<file path="src/inc/rwf_pkg.sv">
// Shared constants and types for the radiometer word formatter
package rwf_pkg;
  // ************************************************************
  // Counter and output word shape
  // ************************************************************
  localparam int CNT_W = 10;          // Pulse counter stages
  localparam int OSR_W = 7;           // Output shift register stages
  localparam int HI_W = 3;            // Upper segment count bits
  localparam int WORDS = 15;          // Words per burst
  localparam logic [3:0] SHIFTS = 4'h8;  // Shifts per word
  localparam int FLAG_POS = 6;        // Flag slot, last data bit out
  // Word select stage numbers (stage n is index n-1)
  localparam int WS_WHITE_LO = 0;
  localparam int WS_WHITE_HI = 1;
  localparam int WS_BLACK_LO = 2;
  localparam int WS_BLACK_HI = 3;
  localparam int WS_CAL7 = 4;
  localparam int WS_TF_BLACK = 7;     // Stage eight
  localparam int WS_TF_WHITE = 8;     // Stage nine
  // ************************************************************
  // Register map, byte addresses
  // ************************************************************
  localparam int DEC_W = 12;
  localparam logic [11:0] ADDR_CTRL = 12'h000;
  localparam logic [11:0] ADDR_STATUS = 12'h004;
  localparam logic [11:0] ADDR_COUNT = 12'h008;
  localparam int CTRL_RELAY = 0;      // Power relay drive
  localparam int CTRL_CAL = 1;        // Write one: calibrate
  localparam int CTRL_ON = 2;         // Write one: back to earth view
  localparam logic [31:0] RDATA_NONE = 32'h0;
  // ************************************************************
  // Timing
  // ************************************************************
  localparam longint CLK_HZ = 64'd250000000;
  localparam longint MOTOR_LIMIT_S = 64'd30;
  localparam longint MOTOR_LIMIT_CYC = MOTOR_LIMIT_S * CLK_HZ;
  localparam int TMR_W = 33;
  // ************************************************************
  // Types
  // ************************************************************
  typedef enum logic [1:0] {
    CAL_EARTH = 2'b00,
    CAL_GO_OUT = 2'b01,
    CAL_HEMI = 2'b10,
    CAL_GO_BACK = 2'b11
  } rwf_cal_e;
  // Pins from the format converter
  typedef struct packed {
    logic start;
    logic word_clk;
    logic shift_clk;
  } rwf_link_s;
  // Pins from the sensor head and command lines
  typedef struct packed {
    logic osc_pulse;
    logic black_heat;
    logic white_heat;
    logic cal_cmd;
    logic on_cmd;
    logic travel_end;
    logic relay_sense;
  } rwf_sense_s;
  localparam int LINK_W = $bits(rwf_link_s);
  localparam int SYNC_W = LINK_W + $bits(rwf_sense_s);
endpackage

</file>
<file path="src/verilog/rwf_top.sv">
// Radiometer counter, word formatter and calibration sequencer
`timescale 1ns/10ps
// Behaviour
// - Word marker bit always driven zero
// - Flag zero earth view, one hemisphere view
// - Unused upper segment bits sent as zero
// - Equilibrium calibrate channel sends seven bits
// - Ten stage counter counts oscillator, LSB first
// - Oscillator gated off in stages eight, nine
// - Stage eight black, nine white heater pulses
// - Burst of fifteen eight-bit words
// - Count stages one..seven into output register
// - Serial out at bit clock, LSB first
// - Eight shifts, last one is zero marker
// - Ten-bit counts split low seven, high three
// - Upper segment: high bits plus flag
// - Clear counter after upper segment load
// - Calibrate command rotates sensors to hemispheres
// - Heater on one frame, off next, alternating
// - On command rotates back, heater off
// - Motor only on calibrate while unit on
// - End-of-travel switch stops motor
// - Backup timer stops motor within 30 s
// - Status output shows power relay energized
module rwf_top #(
  parameter logic [32:0] MOTOR_CYC = 33'(rwf_pkg::MOTOR_LIMIT_CYC)
) (
  // Clock and reset
  input wire logic hclk,
  input wire logic hresetn,
  // AHB-Lite slave
  input wire logic hsel,
  input wire logic [31:0] haddr,
  input wire logic [1:0] htrans,
  input wire logic hwrite,
  input wire logic [2:0] hsize,
  input wire logic [31:0] hwdata,
  input wire logic hready,
  output logic hreadyout,
  output logic hresp,
  output logic [31:0] hrdata,
  // Format converter link
  input wire rwf_pkg::rwf_link_s link_in,
  output logic data_out,
  // Sensor head and commands
  input wire rwf_pkg::rwf_sense_s sense_in,
  output logic power_relay,
  output logic relay_status,
  output logic motor_drive,
  output logic motor_dir,
  output logic heater_on
);
  import rwf_pkg::*;

  // ************************************************************
  // Input synchronisers
  // ************************************************************
  logic [SYNC_W-1:0] s1_r;   // First stage, read by s2 only
  logic [SYNC_W-1:0] s2_r;   // Second stage
  logic [SYNC_W-1:0] s3_r;   // Third stage
  logic [SYNC_W-1:0] lvl_r;  // Accepted level
  logic [SYNC_W-1:0] old_r;  // Level one cycle back
  logic [SYNC_W-1:0] rise;   // One-cycle rising edge

  wire [SYNC_W-1:0] sync_in = {sense_in, link_in};  // Raw pins, link low
  generate
    for (genvar gi = 0; gi < SYNC_W; gi++) begin : g_sync
      // Level changes once stages two and three agree
      always_ff @(posedge hclk or negedge hresetn) begin
        if (!hresetn) begin
          s1_r[gi] <= 1'b0;
          s2_r[gi] <= 1'b0;
          s3_r[gi] <= 1'b0;
          lvl_r[gi] <= 1'b0;
          old_r[gi] <= 1'b0;
        end else begin
          s1_r[gi] <= sync_in[gi];
          s2_r[gi] <= s1_r[gi];
          s3_r[gi] <= s2_r[gi];
          if (s2_r[gi] == s3_r[gi]) begin
            lvl_r[gi] <= s3_r[gi];
          end
          old_r[gi] <= lvl_r[gi];
        end
      end
      assign rise[gi] = lvl_r[gi] & ~old_r[gi];
    end
  endgenerate

  // Named edges and levels
  rwf_link_s lk_rise;
  rwf_sense_s sn_rise;
  rwf_sense_s sn_lvl;
  assign lk_rise = rwf_link_s'(rise[LINK_W-1:0]);
  assign sn_rise = rwf_sense_s'(rise[SYNC_W-1:LINK_W]);
  assign sn_lvl = rwf_sense_s'(lvl_r[SYNC_W-1:LINK_W]);

  // ************************************************************
  // Frame sequencing state
  // ************************************************************
  logic [WORDS-1:0] wsr_r;      // One-hot word_select_register
  logic active_r;               // Burst in progress
  logic [CNT_W-1:0] cnt_r;      // Pulse counter
  logic [CNT_W-1:0] cnt_nxt;
  logic [HI_W-1:0] hold_hi_r;   // Upper bits kept for second word
  logic [OSR_W-1:0] osr_r;      // output_shift_register, bit 0 out first
  logic [OSR_W-1:0] osr_load;
  logic [3:0] bit_cnt_r;        // Shifts done in current word
  logic data_r;                 // Serial data pin
  rwf_cal_e state_r;            // Rotator sequence
  logic flag;                   // Sensors face the hemispheres

  // Word kind decode
  logic word_go;
  logic lo10;
  logic hi10;
  logic gate_off;
  logic count_evt;
  logic shift_go;
  assign word_go = lk_rise.word_clk & active_r;
  assign lo10 = wsr_r[WS_WHITE_LO] | wsr_r[WS_BLACK_LO];
  assign hi10 = wsr_r[WS_WHITE_HI] | wsr_r[WS_BLACK_HI];
  assign shift_go = lk_rise.shift_clk & (bit_cnt_r < SHIFTS);
  assign flag = (state_r == CAL_HEMI);
  // Oscillator gate closed in stages eight and nine
  assign gate_off = wsr_r[WS_TF_BLACK] | wsr_r[WS_TF_WHITE];
  // Heater pulses counted in their own stage
  assign count_evt = (sn_rise.osc_pulse & ~gate_off)
                   | (sn_rise.black_heat & wsr_r[WS_TF_BLACK])
                   | (sn_rise.white_heat & wsr_r[WS_TF_WHITE]);
  // Upper word: high count bits low, flag last, spare bits zero
  assign osr_load = hi10
    ? {flag, {(OSR_W-HI_W-1){1'b0}}, hold_hi_r}
    : cnt_r[OSR_W-1:0];

  // Counter next value: clear wins over a coincident pulse
  always_comb begin
    cnt_nxt = cnt_r;
    if (lk_rise.start || (word_go && !lo10)) begin
      cnt_nxt = '0;
    end else if (count_evt) begin
      cnt_nxt = cnt_r + 1'b1;
    end
  end

  // Counter and upper bit hold
  always_ff @(posedge hclk or negedge hresetn) begin
    if (!hresetn) begin
      cnt_r <= '0;
      hold_hi_r <= '0;
    end else begin
      cnt_r <= cnt_nxt;
      if (word_go && lo10) begin
        hold_hi_r <= cnt_r[CNT_W-1:OSR_W];
      end
    end
  end

  // Word stepping, parallel load and serial shift
  always_ff @(posedge hclk or negedge hresetn) begin
    if (!hresetn) begin
      wsr_r <= '0;
      active_r <= 1'b0;
      osr_r <= '0;
      bit_cnt_r <= SHIFTS;
      data_r <= 1'b0;
    end else if (lk_rise.start) begin
      // Start of burst: select the first channel
      wsr_r <= {{(WORDS-1){1'b0}}, 1'b1};
      active_r <= 1'b1;
      bit_cnt_r <= SHIFTS;
    end else if (word_go) begin
      // Load next word, step to the next channel
      osr_r <= osr_load;
      bit_cnt_r <= '0;
      wsr_r <= {wsr_r[WORDS-2:0], 1'b0};
      active_r <= ~wsr_r[WORDS-1];
    end else if (shift_go) begin
      // Zeros fill behind, so the eighth bit out is zero
      data_r <= osr_r[0];
      osr_r <= {1'b0, osr_r[OSR_W-1:1]};
      bit_cnt_r <= bit_cnt_r + 1'b1;
    end
  end

  // ************************************************************
  // AHB-Lite register slave
  // ************************************************************
  logic ap_take;                // Address phase accepted
  logic ap_wr_r;                // Pending write data phase
  logic [DEC_W-1:0] ap_addr_r;  // Pending write address
  logic relay_r;                // Power relay drive
  logic soft_cal_r;             // Software calibrate pulse
  logic soft_on_r;              // Software on pulse
  logic [31:0] rdata_r;
  logic [31:0] status_word;
  logic [31:0] rd_mux;
  logic [DEC_W-1:0] ap_addr;
  logic relay_stat_r;
  logic motor_r;
  logic dir_r;
  logic heater_r;

  assign ap_take = hsel & hready & htrans[1];
  assign ap_addr = haddr[DEC_W-1:0];
  assign status_word = {2'h0, wsr_r, 7'h0, active_r, relay_stat_r,
                        heater_r, motor_r, dir_r, flag, state_r};
  assign rd_mux = (ap_addr == ADDR_CTRL) ? {31'h0, relay_r}
                : (ap_addr == ADDR_STATUS) ? status_word
                : (ap_addr == ADDR_COUNT) ? {22'h0, cnt_r}
                : RDATA_NONE;

  // Address capture and read data, zero wait states
  always_ff @(posedge hclk or negedge hresetn) begin
    if (!hresetn) begin
      ap_wr_r <= 1'b0;
      ap_addr_r <= '0;
      rdata_r <= '0;
    end else begin
      ap_wr_r <= ap_take & hwrite;
      if (ap_take) begin
        ap_addr_r <= ap_addr;
      end
      if (ap_take && !hwrite) begin
        rdata_r <= rd_mux;
      end
    end
  end

  // Control register and command pulses
  always_ff @(posedge hclk or negedge hresetn) begin
    if (!hresetn) begin
      relay_r <= 1'b0;
      soft_cal_r <= 1'b0;
      soft_on_r <= 1'b0;
    end else begin
      soft_cal_r <= 1'b0;
      soft_on_r <= 1'b0;
      if (ap_wr_r && ap_addr_r == ADDR_CTRL) begin
        relay_r <= hwdata[CTRL_RELAY];
        soft_cal_r <= hwdata[CTRL_CAL];
        soft_on_r <= hwdata[CTRL_ON];
      end
    end
  end

  // ************************************************************
  // Calibration rotator and heater sequencing
  // ************************************************************
  rwf_cal_e state_nxt;
  logic [TMR_W-1:0] tmr_r;      // Motor run time
  logic motor_nxt;
  logic dir_nxt;
  logic heater_nxt;
  logic cal_go;
  logic on_go;
  logic stop_go;
  // Calibrate honoured only with the unit powered
  assign cal_go = (sn_rise.cal_cmd | soft_cal_r) & relay_r;
  assign on_go = sn_rise.on_cmd | soft_on_r;
  assign stop_go = sn_rise.travel_end | (tmr_r >= MOTOR_CYC - 1'b1);

  // Sequence next state
  always_comb begin
    state_nxt = state_r;
    motor_nxt = motor_r;
    dir_nxt = dir_r;
    heater_nxt = heater_r;
    case (state_r)
      CAL_EARTH: begin
        if (cal_go) begin
          state_nxt = CAL_GO_OUT;
          motor_nxt = 1'b1;
          dir_nxt = 1'b1;
        end
      end
      CAL_GO_OUT: begin
        if (on_go) begin
          state_nxt = CAL_GO_BACK;
          dir_nxt = 1'b0;
        end else if (stop_go) begin
          state_nxt = CAL_HEMI;
          motor_nxt = 1'b0;
          heater_nxt = 1'b1;
        end
      end
      CAL_HEMI: begin
        if (on_go) begin
          state_nxt = CAL_GO_BACK;
          motor_nxt = 1'b1;
          dir_nxt = 1'b0;
          heater_nxt = 1'b0;
        end else if (lk_rise.start) begin
          heater_nxt = ~heater_r;
        end
      end
      CAL_GO_BACK: begin
        heater_nxt = 1'b0;
        if (stop_go) begin
          state_nxt = CAL_EARTH;
          motor_nxt = 1'b0;
        end
      end
      default: begin
        state_nxt = CAL_EARTH;
        motor_nxt = 1'b0;
        heater_nxt = 1'b0;
      end
    endcase
  end

  // Sequence registers and backup timer
  always_ff @(posedge hclk or negedge hresetn) begin
    if (!hresetn) begin
      state_r <= CAL_EARTH;
      motor_r <= 1'b0;
      dir_r <= 1'b0;
      heater_r <= 1'b0;
      tmr_r <= '0;
    end else begin
      state_r <= state_nxt;
      motor_r <= motor_nxt;
      dir_r <= dir_nxt;
      heater_r <= heater_nxt;
      // Timer restarts on every motor start or reversal
      if (!motor_nxt || dir_nxt != dir_r || !motor_r) begin
        tmr_r <= '0;
      end else begin
        tmr_r <= tmr_r + 1'b1;
      end
    end
  end

  // Relay status follows the sensed relay output
  always_ff @(posedge hclk or negedge hresetn) begin
    if (!hresetn) begin
      relay_stat_r <= 1'b0;
    end else begin
      relay_stat_r <= sn_lvl.relay_sense;
    end
  end

  // ************************************************************
  // Outputs
  // ************************************************************
  assign hreadyout = 1'b1;
  assign hresp = 1'b0;
  assign hrdata = rdata_r;
  assign data_out = data_r;
  assign power_relay = relay_r;
  assign relay_status = relay_stat_r;
  assign motor_drive = motor_r;
  assign motor_dir = dir_r;
  assign heater_on = heater_r;
endmodule
</file>
<file path="config.mk">
export PLATFORM = sky130hd
export DESIGN_NAME = rwf_top
export DESIGN_NICKNAME = d
export VERILOG_FILES = /design/src/inc/rwf_pkg.sv /design/src/verilog/rwf_top.sv
export SDC_FILE = /design/constraint.sdc
export NUM_CORES = 1
export LEC_CHECK = 0
export BUFFER_PORTS_ARGS = -buffer_cell sky130_fd_sc_hd__buf_4
export CORE_UTILIZATION = 60
export DETAILED_ROUTE_END_ITERATION = 8
export HOLD_SLACK_MARGIN = 0.1
export PLACE_DENSITY = 0.86
export SETUP_SLACK_MARGIN = 0.3
export SLEW_MARGIN = 20
export SYNTH_ARGS = -nofsm -noshare
export SYNTH_HDL_FRONTEND = slang
export SYNTH_SLANG_ARGS = --single-unit
</file>
<file path="constraint.sdc">
create_clock -name hclk -period 3.7 [get_ports hclk]
set_input_delay 0.185 -clock hclk [delete_from_list [all_inputs] [get_ports hclk]]
set_output_delay 0.185 -clock hclk [all_outputs]
set_load 0.1 [all_outputs]
</file>
# After elaboration in Yosys (flattened, before gate mapping)
# Cells that the tools add are included.
[word_totals]
ff_bits = 177
latch_bits = 0
mem_bits_rw = 0
mem_bits_ro = 0
in_bits = 84
output_inout_bits = 40
word_cells = 197
n_memories = 0
[classes]
add_sub_neg = 3
multipliers = 0
n_div = 0
order_cmp = 2
n_eq_ne = 23
n_shift = 0
muxes = 37
bitwise = 40
n_reduce_logical = 24
[op_table]
columns = ["cell", "n"]
rows = [
  ["$mux W30", 2],
  ["$add A33 B1 Y33 const B", 1],
  ["$ge A33 B33 Y1 const B", 1],
  ["$mux W33", 1],
  ["$mux W10", 3],
  ["$mux W15", 2],
  ["$logic_not A12 Y1", 2],
  ["$mux W7", 3],
  ["$and A1 B1 Y1", 18],
  ["$mux W1", 14],
  ["$not A1 Y1", 14],
  ["$eq A12 B3 Y1 const B", 1],
  ["$eq A12 B4 Y1 const B", 1],
  ["$mux W4", 3],
  ["$add A10 B1 Y10 const B", 1],
  ["$eq A1 B1 Y1", 10],
  ["$mux W2", 5],
  ["$ne A2 B2 Y1 const B", 4],
  ["$or A1 B1 Y1", 8],
  ["$pmux W2 S4", 1],
  ["$reduce_and A4 Y1", 2],
  ["$reduce_bool A2 Y1", 3],
  ["$reduce_bool A3 Y1", 2],
  ["$add A4 B1 Y4 const B", 1],
  ["other kinds (17)", 26],
]

# Longest topological paths before layout
[logic_depth]
word_depth = 10
mapped_depth = 8
ltp_nobuf = 7

# Worst setup path after synthesis
# No wires, ideal clock.
[synth_timing]
kind = "register to register"
start = "reg relay_r (netlist: power_relay)"
end = "reg tmr_r[23]"
setup_time_ns = 0.119
t_arrival_ns = 2.068
required_ns = 3.581
slack_ns = 1.513
stages_incl_launch_ff = 7
period_less_slack_ns = 2.187
path_cell_list = "dfrtp_1 o21ai_0 nor3_1 a31oi_1 o221ai_4 buf_6 nor2_1"
[synth_between]
elab_chain_cells = 7
word_cells_on_any_way = 10
[synth_rtl]
columns = ["item", "line", "rtl"]
rows = [
  ["start, declared", "rwf_top.sv:192", "logic relay_r;"],
  ["start signal, assigned", "rwf_top.sv:240", "relay_r <= hwdata[CTRL_RELAY];"],
  ["$and A1 B1 Y1 (*)", "rwf_top.sv:259", "assign cal_go = (sn_rise.cal_cmd | soft_cal_r) & relay_r;"],
  ["$mux W1", "rwf_top.sv:271", "if (cal_go) begin"],
  ["$pmux W1 S2 / $pmux W1 S4 (equally long branches)", "rwf_top.sv:269", "case (state_r)"],
  ["$ne A1 B1 Y1 / $logic_not A1 Y1 (equally long branches)", "rwf_top.sv:326", "if (!motor_nxt || dir_nxt != dir_r || !motor_r) begin"],
  ["$logic_or A1 B1 Y1 (*) (2 in series)", "rwf_top.sv:326", ""],
  ["$mux W33 (*)", "rwf_top.sv:326", ""],
  ["end signal, assigned", "rwf_top.sv:329", "tmr_r <= tmr_r + 1'b1;"],
  ["end, declared", "rwf_top.sv:251", "logic [TMR_W-1:0] tmr_r;"],
]
# Mark *: on every way between the ends. The rest lies on a longest branch, timed or not.
# A chain may end at the register's enable or synchronous reset.

# Final worst setup path
[layout_timing]
start = "reg tmr_r[12]"
end = "reg tmr_r[4]"
[layout_between]
elab_chain_cells = 9
[layout_rtl]
columns = ["item", "line", "rtl"]
rows = [
  ["$ge A33 B33 Y1 (*)", "rwf_top.sv:261", "assign stop_go = sn_rise.travel_end | (tmr_r >= MOTOR_CYC - 1'b1);"],
  ["$or A1 B1 Y1 (*)", "rwf_top.sv:261", ""],
  ["$mux W1 (*)", "rwf_top.sv:281, rwf_top.sv:299", ""],
  ["$mux W1", "rwf_top.sv:278", "if (on_go) begin"],
  ["$pmux W1 S4 (*)", "rwf_top.sv:269", ""],
  ["$logic_not A1 Y1 (*)", "rwf_top.sv:326", ""],
  ["$logic_or A1 B1 Y1 (*) (2 in series)", "rwf_top.sv:326", ""],
  ["$mux W33 (*)", "rwf_top.sv:326", ""],
]
# Marked as above.

==> metrics.md <==
| Metric | Value |
|---|---|
| Status | `finished, violations left` |
| Violated checks | `design-rule violations` |
| PortBufs | `61` |
| Num CTS Buffers | `17` |
| WL/cell | `15.75 um` |
| Register area share after synthesis | `0.5960` |
| Period utilization | `0.7038` |
| H-tree levels | `4` |
| Initial DRC Count | `371` |
| CP Cell Sequence | `or2_1, or4b_4, o31ai_2, a21oi_2, o221ai_4, nor2_1` |
| Post-Place Cells | `838` |
| Main combinational cell family by area after synthesis | `simple AND/OR/NAND/NOR gates` |
| Setup TNS Final | `0 ns` |
| Final cell count without fillers | `898` |
| Critical path type | `reg2reg` |
| Pin count of the biggest net entering global routing | `between 100 and 150` |
| Maximum VDD drop | `around 0.00031 V` |
| P&R area growth vs syn | `19.40%` |
| Pre-antenna DRT Iters | `7` |
| Worst-skew pair later-pin latency | `0.42 ns` |
| Core region area | `between 10,000 and 15,000 um^2` |
| Nets | `approximately 830` |
| First-pass GRT wire length | `24,010 um` |
| Final core utilization | `0.7402` |
| Synthesized area per cell | `10.83 um^2` |
| Worst-path fanout max | `33` |
| CP Data Arrival Time | `2.87 ns` |
| Ant diodes | `0` |
| Final Power | `4.838 mW` |
| Synth Instances | `approximately 660` |
| Slew HR | `0.3527` |
| Crit start category | `register` |
| Number of post-CTS setup repair buffers | `0` |
| Worst-Margin Slew | `about 0.97 ns` |
| Yosys cell types | `53` |
| WL final | `14,140 um` |
| YS warnings | `0` |
| Worst path required time | `3.97 ns` |
| Post-Synth XOR/XNOR Area | `0.04907` |
| DR vias/cell | `5.668` |
| Crit path buffers/inverters | `0` |
| CTS Buffer Depth | `2` |
| Clock Sinks | `170` |
| Clock Tree Root | `clkbuf_16` |
| Pre-CTS WS | `roughly 1.1 ns` |
| Final Cell Area | `8524 um^2` |
| DR vias | `just over 5k` |
| Pleak | `about 3.9 nW` |
| Vias in the first global route | `5,160` |
| Fmax | `between 300 and 400 MHz` |
| Starting density of the core | `0.6199` |
| Row count | `39` |
| Mapped cell area | `7139 um^2` |
| Top Ports | `124` |
| Yosys top cell area share | `0.5924` |
| Power Dens Cells | `between 500 and 600 nW/um^2` |
| RSZ-0062 raised after global routing | `false` |
| Die Wd | `approximately 110 um` |
| Critical Path Slowest Stage Cell | `o221ai_4` |
| CTS tree | `done` |
| Synth area leader | `dfrtp_1` |
| Share of layout cells above drive strength 1 | `0.1563` |
| Clk slew on worst S/H paths | `0.06 ns` |
| Hold WC Path Type | `reg2reg` |
| Critical path endpoint category | `register` |
| Antenna-violating nets left | `0` |
| Final period demand of the worst path | `2.604 ns` |
| DP Area | `7650 um^2` |
| Synthesized flop and latch total | `between 150 and 200` |
| Synth Area in Compound Gates | `0.08202` |
| Min Hold Slack | `roughly 0.35 ns` |
| Cell family with most CP delay | `compound AO/OA/AOI/OAI gates` |
| Synth Area in Simple Gates | `0.1774` |
| Fin. Hold Viols | `0` |
| Critical Path Max Stage Delay | `0.68 ns` |
| Chip Height | `roughly 110 um` |
| Final Max Slew Viols | `0` |
| HPWL Detailed | `around 9000 um` |
| DRC | `18` |
| Initial antenna violation count | `0` |
| Gr usage total | `0.2453` |
| Adder-cell share of the synthesized area | `0.02629` |
| Max-Cap Viols | `0` |
| GRT overflow | `0` |
| Number of synthesized flops with an enable pin | `0` |
| GP Congestion | `just over 0.8` |
| Final WS setup | `1.096 ns` |
| Clock Skew | `around 0.0062 ns` |
| FFs w/ async S/R, synth | `1.000` |
| Post-synthesis mux area share | `0.03558` |
| Die area | `approximately 12,000 um^2` |
| Ranking of synthesized cells by area | `dfrtp_1 (59%), nand2_1 (5.1%), nor2_1 (3.3%)` |
| Final setup fails | `0` |
| Synth Flop Type | `dfrtp_1` |
[layer usage]
layer | wire [um] | vias to the layer above | track usage
met1 | 6026 | 2500 | 0.3176
met2 | 7026 | 166 | 0.3983
met4 | 328 | 0 | 0.1117
met3 | 758 | 27 | 0.05413
li1 | - | 2397 | -
met5 | 0 | - | 0
[layout make-up]
cell class | instances | area, um^2
Tap cell | 143 | 178.9
Timing Repair Buffer | 91 | 767.0
Multi-Input combinational cell | 449 | 2678
Clock inverter | 10 | 142.6
Fill cell | 766 | 2992
Clock buffer | 22 | 454.2
Sequential cell | 170 | 4255
Inverter | 13 | 48.80
[power breakdown]
group | switching (mW) | leakage [nW] | internal, mW
Clock | 0.698 | 0.289 | 1.08
Sequential | 0.144 | 2.20 | 2.01
Combinational | 0.607 | 1.41 | 0.293
[worst paths after layout]
path | from | to | slack (ns) | cells past startpoint
setup / recovery | tmr_r[12] | tmr_r[4] | 1.10 | 6
hold / removal | s1_r[3] | s2_r[3] | 0.35 | 0
setup reg to reg | tmr_r[12] | tmr_r[4] | 1.10 | 6
hold reg to reg | s1_r[3] | s2_r[3] | 0.35 | 0
max in group asynchronous | hresetn | tmr_r[12] | 2.37 | 3
min in group asynchronous | hresetn | hrdata[26] | 0.46 | 2
[cell usage after synthesis, types with 3 or more instances]
master / n
nor2b_1: 7
nor2_1: 63
ha_1: 7
xor2_1: 22
and4_1: 4
xnor2_1: 18
nand2_1: 97
dfrtp_1: 169
mux2_2: 19
buf_4: 9
nand4_1: 8
nand3b_1: 3
and2_1: 5
buf_6: 3
inv_1: 13
or3_1: 3
o21ai_0: 39
and3_1: 26
nand2b_1: 5
mux2i_1: 4
a22o_1: 3
a21oi_1: 28
nand3_1: 24
a221o_1: 4
nor4_1: 4
maj3_1: 10
nor3_1: 5
a22oi_1: 4
clkbuf_1: 21
a31oi_1: 5
[worst register-to-register path, delay by kind of cell, from the launching register on]
kind	cells	cell delay (ns)
flip-flops	1	0.45
AO/OA/AOI/OAI	3	1.03
AND/OR/NAND/NOR	3	0.96
[sequential cells by signal (all words and copies together), names as in the netlist, 9 cells and up]
signal,flops
s3_r,10
ap_addr_r,12
s1_r,10
s2_r,10
old_r,9
hrdata,25
lvl_r,10
tmr_r,33
wsr_r,15
cnt_r,10
[logic make-up (layout without fill, tap and decap cells)]
group,count (synthesis),count (layout)
other,2,9
AOI/OAI and AO/OA,95,95
buffers and inverters,47,136
adders and majority gates,17,17
muxes,23,23
xor gates and xnor gates,40,40
and+or+nand+nor,265,265
DFF,170,170
[timing repair]
action,CTS,global route
resized for setup,0,0
endpoints found under the hold margin,134,0
hold buffers,27,0
[cell usage in the layout (no fill, tap or decap), drive strengths merged, types with 5 or more instances in the layout]
master	n
a21oi	29
a31oi	5
and2	5
and3	26
buf	64
clkbuf	22
clkinv	5
conb	9
dfrtp	169
dlygate4sd3	27
ha	7
inv	14
maj3	10
mux2	19
nand2	97
nand2b	5
nand3	24
nand4	8
nor2	63
nor2b	7
nor3	5
o21ai	39
xnor2	18
xor2	22
Note: power is estimated with default switching activity, not from simulation.
